<file path="src/verilog/lner_defines.vh">
// Overview of operation
// - A rejected message is answered by a negative acknowledge carrying a two-character ASCII hex code 00H..FFH.
// - When several faults are found in one message only the numerically lowest code is reported.
// - Every fault that yields a negative acknowledge returns the whole transfer sequence to its initial state.
// - Code 02H is reported when the received checksum differs from the one computed over the message.
// - Code 03H is reported for a wrong or partly wrong control procedure or an undefined command.
// - Code 06H is reported for character area faults such as a missing device or a device number not 5 or 7 characters long.
// - Code 07H is reported when write data characters are not hexadecimal digits.
// - Code 0AH or 10H is reported when the addressed controller number has no station.
// - Code 18H is reported when remote run or stop is requested while the mode is fixed by hardware.
// - Receive and transmit indicators flash during traffic in their direction and for HOLD_CYC clocks after it, then stay dark.
`ifndef LNER_DEFINES_VH
`define LNER_DEFINES_VH
`define LNER_ERR_SUM 8'h02
`define LNER_ERR_PROTO 8'h03
`define LNER_ERR_CHAR_AREA 8'h06
`define LNER_ERR_CHAR 8'h07
`define LNER_ERR_CTRL_A 8'h0A
`define LNER_ERR_CTRL_B 8'h10
`define LNER_ERR_REMOTE 8'h18
`define LNER_ASCII_NAK 8'h15
`define LNER_CTRL_NUM 8'hFF
`define LNER_FRAME_LEN 3'h7
`define LNER_FLASH_NS 50000000
`define LNER_CLK_NS 100
`define LNER_FLASH_CYC (`LNER_FLASH_NS / `LNER_CLK_NS)
`define LNER_HOLD_CYC 5000000
`endif

</file>
<file path="src/verilog/lner_indicator.v">
`timescale 1ns/100ps
`include "lner_defines.vh"
module lner_indicator #(
  parameter FLASH_CYC = `LNER_FLASH_CYC,
  parameter HOLD_CYC = `LNER_HOLD_CYC
) (
  core_clk,
  arst_n,
  activity,
  led
);
  input wire core_clk;
  input wire arst_n;
  input wire activity;
  output reg led;
  reg [31:0] hold_q;
  reg [31:0] half_q;
  always @(posedge core_clk or negedge arst_n) begin
    if (!arst_n) begin
      hold_q <= 32'h0;
      half_q <= 32'h0;
      led <= 1'b0;
    end else begin
      if (activity) begin
        hold_q <= HOLD_CYC;
      end else if (hold_q != 32'h0) begin
        hold_q <= hold_q - 32'h1;
      end
      if (hold_q == 32'h0 && !activity) begin
        half_q <= 32'h0;
        led <= 1'b0;
      end else if (half_q == 32'h0) begin
        half_q <= FLASH_CYC / 2 - 1;
        led <= ~led;
      end else begin
        half_q <= half_q - 32'h1;
      end
    end
  end
endmodule

</file>
<file path="src/verilog/lner_nak_responder.v">
`timescale 1ns/100ps
`include "lner_defines.vh"
module lner_nak_responder #(
  parameter FLASH_CYC = `LNER_FLASH_CYC,
  parameter HOLD_CYC = `LNER_HOLD_CYC
) (
  core_clk,
  arst_n,
  msg_done,
  station_num,
  ctrl_num,
  sum_bad,
  proto_bad,
  char_area_bad,
  char_bad,
  ctrl_bad,
  ctrl_bad_alt,
  remote_locked,
  rx_char_strobe,
  tx_ready,
  tx_valid,
  tx_data,
  nak_busy,
  seq_init,
  err_code,
  receive_activity_indicator,
  transmit_activity_indicator
);
  input wire core_clk;
  input wire arst_n;
  input wire msg_done;
  input wire [7:0] station_num;
  input wire [7:0] ctrl_num;
  input wire sum_bad;
  input wire proto_bad;
  input wire char_area_bad;
  input wire char_bad;
  input wire ctrl_bad;
  input wire ctrl_bad_alt;
  input wire remote_locked;
  input wire rx_char_strobe;
  input wire tx_ready;
  output reg tx_valid;
  output reg [7:0] tx_data;
  output reg nak_busy;
  output reg seq_init;
  output reg [7:0] err_code;
  output wire receive_activity_indicator;
  output wire transmit_activity_indicator;

  localparam ST_IDLE = 1'b0;
  localparam ST_SEND = 1'b1;

  reg state_q;
  reg [2:0] idx_q;
  reg [7:0] code_q;
  reg [7:0] stn_q;
  reg [7:0] ctl_q;
  reg any_err;
  reg [7:0] code_d;
  reg [7:0] char_d;
  reg tx_pulse_q;

  function [7:0] hex_ascii;
    input [3:0] nib;
    begin
      if (nib < 4'hA) begin
        hex_ascii = 8'h30 + {4'h0, nib};
      end else begin
        hex_ascii = 8'h37 + {4'h0, nib};
      end
    end
  endfunction

  // Lowest code wins when several faults coincide.
  always @* begin
    any_err = 1'b1;
    code_d = 8'h00;
    if (sum_bad) begin
      code_d = `LNER_ERR_SUM;
    end else if (proto_bad) begin
      code_d = `LNER_ERR_PROTO;
    end else if (char_area_bad) begin
      code_d = `LNER_ERR_CHAR_AREA;
    end else if (char_bad) begin
      code_d = `LNER_ERR_CHAR;
    end else if (ctrl_bad) begin
      code_d = `LNER_ERR_CTRL_A;
    end else if (ctrl_bad_alt) begin
      code_d = `LNER_ERR_CTRL_B;
    end else if (remote_locked) begin
      code_d = `LNER_ERR_REMOTE;
    end else begin
      any_err = 1'b0;
    end
  end

  // Frame characters in order of transmission.
  always @* begin
    case (idx_q)
      3'h0: char_d = `LNER_ASCII_NAK;
      3'h1: char_d = hex_ascii(stn_q[7:4]);
      3'h2: char_d = hex_ascii(stn_q[3:0]);
      3'h3: char_d = hex_ascii(ctl_q[7:4]);
      3'h4: char_d = hex_ascii(ctl_q[3:0]);
      3'h5: char_d = hex_ascii(code_q[7:4]);
      3'h6: char_d = hex_ascii(code_q[3:0]);
      default: char_d = 8'h00;
    endcase
  end

  always @(posedge core_clk or negedge arst_n) begin
    if (!arst_n) begin
      state_q <= ST_IDLE;
      idx_q <= 3'h0;
      code_q <= 8'h00;
      stn_q <= 8'h00;
      ctl_q <= 8'h00;
      tx_valid <= 1'b0;
      tx_data <= 8'h00;
      nak_busy <= 1'b0;
      seq_init <= 1'b0;
      err_code <= 8'h00;
      tx_pulse_q <= 1'b0;
    end else begin
      seq_init <= 1'b0;
      tx_pulse_q <= 1'b0;
      case (state_q)
        ST_IDLE: begin
          if (msg_done && any_err) begin
            state_q <= ST_SEND;
            code_q <= code_d;
            err_code <= code_d;
            stn_q <= station_num;
            ctl_q <= ctrl_num;
            idx_q <= 3'h0;
            nak_busy <= 1'b1;
          end
        end
        ST_SEND: begin
          if (tx_valid && tx_ready) begin
            tx_valid <= 1'b0;
            tx_pulse_q <= 1'b1;
            if (idx_q == `LNER_FRAME_LEN - 3'h1) begin
              state_q <= ST_IDLE;
              nak_busy <= 1'b0;
              seq_init <= 1'b1;
            end
            idx_q <= idx_q + 3'h1;
          end else if (!tx_valid) begin
            tx_valid <= 1'b1;
            tx_data <= char_d;
          end
        end
        default: state_q <= ST_IDLE;
      endcase
    end
  end

  lner_indicator #(.FLASH_CYC(FLASH_CYC), .HOLD_CYC(HOLD_CYC)) u_rx_led (
    .core_clk(core_clk),
    .arst_n(arst_n),
    .activity(rx_char_strobe),
    .led(receive_activity_indicator)
  );

  lner_indicator #(.FLASH_CYC(FLASH_CYC), .HOLD_CYC(HOLD_CYC)) u_tx_led (
    .core_clk(core_clk),
    .arst_n(arst_n),
    .activity(tx_pulse_q),
    .led(transmit_activity_indicator)
  );
endmodule

</file>
<file path="config.mk">
export PLATFORM = sky130hd
export DESIGN_NAME = lner_nak_responder
export DESIGN_NICKNAME = d
export VERILOG_FILES = /design/src/verilog/lner_indicator.v /design/src/verilog/lner_nak_responder.v
export VERILOG_INCLUDE_DIRS = /design/src /design/src/verilog
export SDC_FILE = /design/constraint.sdc
export NUM_CORES = 1
export LEC_CHECK = 0
export ABC_AREA = 1
export BUFFER_PORTS_ARGS = -buffer_cell sky130_fd_sc_hd__buf_2
export CORE_MARGIN = 1.5
export CORE_UTILIZATION = 45
export CTS_BUF_LIST = sky130_fd_sc_hd__clkbuf_4 sky130_fd_sc_hd__clkbuf_8
export CTS_CLUSTER_DIAMETER = 60
export CTS_CLUSTER_SIZE = 8
export DETAILED_ROUTE_END_ITERATION = 6
export SLEW_MARGIN = 20
export SYNTH_ARGS = -nofsm -noshare
export SYNTH_HDL_FRONTEND = slang
export SYNTH_HIERARCHICAL = 1
export SYNTH_SLANG_ARGS = --single-unit
export TNS_END_PERCENT = 30
</file>
<file path="constraint.sdc">
create_clock -name core_clk -period 3.4 [get_ports core_clk]
set_clock_uncertainty 0.15 [all_clocks]
set_input_delay 0.34 -clock core_clk [delete_from_list [all_inputs] [get_ports core_clk]]
set_output_delay 0.34 -clock core_clk [all_outputs]
set_load 0.02 [all_outputs]
</file>
; Word level (Yosys, flattened, before mapping)
; Index checks and enable logic that the tools add are counted.
[word_totals]
latch_bits = 0
n_memories = 0
mem_bits_rw = 0
out_inout_bits = 21
input_bits = 28
rom_bits = 0
regBits = 170
[classes]
n_reduce_logical = 21
n_eq_ne = 9
shifts = 0
addsub = 17
muxes = 50
bitwise_logic = 5
n_div = 0
multipliers = 0
order_cmp = 6
[op_table]
columns = op, n
row1 = 32-bit two-way mux, 8
row2 = 32-bit zero test, 4
row3 = "32-bit by 1-bit subtractor with 32-bit output, second input constant", 4
row4 = "6-bit by 4-bit adder with 7-bit output, first input constant", 12
row5 = 32-bit nonzero test, 2
row6 = 7-bit one-hot mux with 7 select lines, 1
row7 = 7-bit two-way mux, 6
row8 = 5-bit two-way mux, 7
row9 = "4-bit < comparator, second input constant", 6
row10 = 1-bit two-way mux, 23
row11 = "3-bit == test, second input constant", 3
row12 = 2-bit nonzero test, 4
row13 = "3-bit by 2-bit == test with 1-bit output, second input constant", 2
row14 = 3-bit two-way mux, 2
row15 = 3-bit one-hot mux with 2 select lines, 1
row16 = 3-bit AND reduction, 2
row17 = 1-bit NOT, 5
row18 = 1-bit logical AND, 4
row19 = "2-bit by 1-bit inequality test with 1-bit output, second input constant", 2
row20 = 1-bit one-hot mux with 2 select lines, 2
row21 = 2-bit AND reduction, 2
row22 = "3-bit by 1-bit adder with 3-bit output, second input constant", 1
row23 = "3-bit by 1-bit == test with 1-bit output, second input constant", 1
row24 = 3-bit zero test, 1
row25 = 2 further kinds, 3

; Longest topological paths before layout
[logic_depth]
word_depth = 10
depth_mapped = 11
depth_no_buf = 11

; By module
; Netlist, hierarchy kept.
[modules_own_cells]
columns = module, cells_each, instances, area_each_um2, seq_area_each_um2
row1 = lner_indicator (u_rx_led), 590, 1, 4166.5, 1626.6
row2 = lner_indicator (u_tx_led), 584, 1, 4103.9, 1626.6
row3 = lner_nak_responder, 318, 1, 2249.7, 900.9

; Worst setup path after synthesis
; No wires, ideal clock.
[synth_timing]
path_kind = register to register
startpoint = reg u_tx_led.half_q[0]
endpoint = reg u_tx_led.half_q[8]
arrival_time_ns = 1.454
n_path_buf = 1
setup_slack_ns = 1.675
synth_period_minus_slack_ns = 1.725
setup_ns = 0.121
stages_incl_launch_ff = 11
path_cell_list = dfrtp_1 -> inv_1 -> ha_1 -> nand2_2 -> nor2_4 -> nand2_2 -> nor2_4 -> nand3b_2 -> nand2_4 -> buf_8 -> nor2_2
[synth_via]
elab_chain_len = 3
[synth_rtl]
columns = item, line_no
row1 = "start, declared", lner_indicator.v:17  ; reg [31:0] half_q;
row2 = "start signal, assigned", lner_indicator.v:33  ; half_q <= FLASH_CYC / 2 - 1;
row3 = "start signal, assigned", lner_indicator.v:36  ; half_q <= half_q - 32'h1;
row4 = 32-bit by 1-bit subtractor with 32-bit output or 32-bit zero test (tied branches), "lner_indicator.v:36, lner_indicator.v:32"
row5 = 32-bit two-way mux (*), lner_indicator.v:32  ; end else if (half_q == 32'h0) begin
row6 = 32-bit two-way mux (*), lner_indicator.v:29  ; if (hold_q == 32'h0 && !activity) begin
; Every way passes the cells marked *; elsewhere a longest branch is shown, timed or not.
; A chain may end at the register's enable or synchronous reset.

; Worst setup path after layout
[layout_timing]
startpoint = reg u_rx_led.hold_q[0]
endpoint = reg u_rx_led.half_q[21]
[layout_via]
elab_chain_len = 3
[layout_rtl]
columns = item, line_no
row1 = "start, declared", lner_indicator.v:16  ; reg [31:0] hold_q;
row2 = "start signal, assigned", lner_indicator.v:27  ; hold_q <= hold_q - 32'h1;
row3 = 32-bit zero test, lner_indicator.v:29
row4 = 1-bit logical AND, lner_indicator.v:29
row5 = 32-bit two-way mux, lner_indicator.v:29
row6 = "end signal, assigned", lner_indicator.v:33
row7 = "end signal, assigned", lner_indicator.v:36
row8 = "end, declared", lner_indicator.v:17
; No other way between the ends.

==> impl_metrics.env <==
export IMPL_period_needed_ns=2.10
export IMPL_antenna_left=0
export IMPL_p_total_mw=6.40
export IMPL_gp_congestion=0.904
export IMPL_hold_path_class="in -> reg"
export IMPL_critPathArrivalTime_ns=2.29
export IMPL_crit_path_start_kind="register"
export IMPL_hold_buffers=19
export IMPL_drt_total_wl_um=25300
export IMPL_worstMarginPinSlew_ns=0.742
export IMPL_synth_top_area_share=0.395
export IMPL_vias=9262
export IMPL_finalHoldViolations=0
export IMPL_synth_distinct_cells=43
export IMPL_die_x_um=156
export IMPL_hpwl_um=18900
export IMPL_worstPathRequired_ns=3.59
export IMPL_postCtsSetupBuffers=0
export IMPL_async_flop_share=1.00
export IMPL_synth_simple_area_share=0.413
export IMPL_fmaxAchievable_ghz=0.476
export IMPL_drcViolationCount=0
export IMPL_core_rowCount=55
export IMPL_core_um2=22800
export IMPL_dr_pass1_iters=5
export IMPL_antenna_found_initial=0
export IMPL_synth_top_area_cell="dfrtp_1"
export IMPL_fin_nets=1601
export IMPL_synth_most_common_cell="nand2_1"
export IMPL_whs_ns=0.0457
export IMPL_avgRoutedWirePerCell_um=13.4
export IMPL_setup_viol=0
export IMPL_grt_pass1_wl_um=42700
export IMPL_htreeDepth=4
export IMPL_synth_edf_count=0
export IMPL_grt_overflow=0
export IMPL_synth_area_um2=10500
export IMPL_cts_path_max_buffers=2
export IMPL_worstReg2RegStart="u_rx_led/hold_q[0]"
export IMPL_dieArea_um2=24300
export IMPL_start_util=0.462
export IMPL_final_util=0.509
export IMPL_synth_warnings=6
export IMPL_min_from="rx_char_strobe"
export IMPL_cap_violations=0
export IMPL_synthMuxAreaShare=0
export IMPL_fillers=2310
export IMPL_synth_adder_area_share=0.0190
export IMPL_outcome="finished, final reports clean"
export IMPL_synth_top_family_by_area="simple AND/OR/NAND/NOR gates"
export IMPL_clkSlewWorstSetupHoldPaths_ns=0.09
export IMPL_final_area_um2=11600
export IMPL_clk_latency_ns=0.46
export IMPL_placed_area_um2=11000
export IMPL_synth_ff_type="dfrtp_1"
export IMPL_fin_crit_sh=0.618
export IMPL_port_buffers=44
export IMPL_worst_setup_path_type="reg -> reg"
export IMPL_rsz0062_at_grt="false"
export IMPL_grt_total_usage=0.218
export IMPL_synth_area_per_cell_um2=7.05
export IMPL_max_slew_margin=0.505
export IMPL_grt_pass1_vias=8748
export IMPL_synth_area_leaders="dfrtp_1, nand2_1, nor2_1, nand3_1, inv_1"
export IMPL_vdd_ir_drop_max_mv=0.288
export IMPL_clock_root_buffer="clkbuf_8"
export IMPL_synth_xor_area_frac=0.0391
export IMPL_yosysSeqAreaShare=0.395
export IMPL_clock_sinks=166
export IMPL_grt_max_degree=71
export IMPL_drtIter0Drc=639
export IMPL_startpoint="u_rx_led/hold_q[0]"
export IMPL_powerDensity_nw_per_um2=551
export IMPL_syn_inst=1492
export IMPL_ioPinCount=49
export IMPL_synth_compound_area_frac=0.0530
export IMPL_cts_tree="yes"
export IMPL_die_h_um=156
export IMPL_drive_gt1_frac=0.129
export IMPL_finalMaxSlewViolations=0
export IMPL_p_leak_nw=5.67
export IMPL_cts_buffers=17
export IMPL_antennaDiodeCount=0
export IMPL_syn_to_final_growth_pct=10.3
export IMPL_fin_setup_tns_ns=0
export IMPL_cts_resized=0
export IMPL_viasPerCell=4.92
export IMPL_ys_seq_elements=166
export IMPL_crit_fanout=17
export IMPL_end_kind="register"
export IMPL_synthTopCellsByCount="nand2_1, nor2_1, dfrtp_1"
critical path: stages, from the launching register on:
cell	delay (ns)
dfrtp_1	0.37
inv_1	0.12
ha_1	0.18
inv_1	0.05
nor2_1	0.14
nand4_1	0.10
nor2_1	0.11
nand2_1	0.34
nand2_4	0.35
nor2_1	0.08
per-layer routing:
metal / part of all wire / GRT usage / up-vias
li1: - / - / 4784
met1: 0.50 / 0.316 / 4279
met2: 0.45 / 0.344 / 182
met3: 0.041 / 0.0333 / 17
met4: 0.0076 / 0.0449 / 0
met5: 0 / 0 / -
power by group:
group          leakage [nW]  internal [mW]  switching, mW
clock network         0.223          0.771          0.813
logic                  3.38          0.752           1.41
registers              2.07           2.32          0.326
final timing paths:
| check | to | slack (ns) | depth (start not counted) |
|---|---|---|---|
| max in group asynchronous | tx_valid | 1.87 | 3 |
| worst max-delay path | u_rx_led/half_q[21] | 1.30 | 9 |
| min in group asynchronous | u_tx_led/half_q[25] | 0.29 | 2 |
| worst max register to register | u_rx_led/half_q[21] | 1.30 | 9 |
| worst min-delay path | u_rx_led/hold_q[7] | 0.05 | 2 |
| worst min register to register | u_tx_led/half_q[0] | 0.30 | 1 |
logic make-up (layout without fill, tap and decap cells):
logic type      Yosys count  after routing
simple gates            980            980
buf+inv                 190            265
flops                   166            166
compound gates           92             92
xor+xnor                 47             47
fa+ha+maj                16             16
other cells               1              4
placed cells by master, fill, tap and decap left out, types with 4 or more instances in the layout:
cell type and count:
nor2_1 317, nor2_2 70, o21ai_2 10, buf_2 43, nand2_4 4, nand2_1 382, dlygate4sd3_1 19, nor3_1 10
inv_1 160, o21ai_0 29, inv_6 7, a21oi_1 22, nand3_1 131, dfrtp_1 166, nor2_4 14, clkbuf_8 18
nand4_1 16, xor2_1 30, conb_1 4, nand2_2 16, ha_1 16, xnor2_1 17, o21bai_1 21, nand3b_1 6
o21ai_1 5
layout make-up:
cell class,instances,area [µm²],area share
Sequential cell,166,4150,0.358
Multi-Input combinational cell,1139,5530,0.476
Clock buffer,18,248,0.0214
Timing Repair Buffer,67,459,0.0396
Inverter,166,633,0.0546
Clock inverter,14,188,0.0162
Tap cell,313,392,0.0338
sequential cells by signal, summed over array words and instances (netlist names):
register / count
u_rx_led/half_q: 32
stn_q: 8
ctl_q: 8
u_tx_led/half_q: 32
state_q: 1
tx_pulse_q: 1
idx_q: 3
tx_valid: 1
u_rx_led/hold_q: 32
u_tx_led/hold_q: 32
u_tx_led/led: 1
u_rx_led/led: 1
seq_init: 1
tx_data: 7
nak_busy: 1
code_q: 5
per-stage QoR:
stage,cells,setup slack (ns)
after CTS,1883,1.26
after floorplan,1495,1.67
after global routing,1883,1.07
after detailed placement,1832,1.28
final,1883,1.30
after global placement,1832,1.32
No activity file was read; power rests on OpenSTA's default activity.
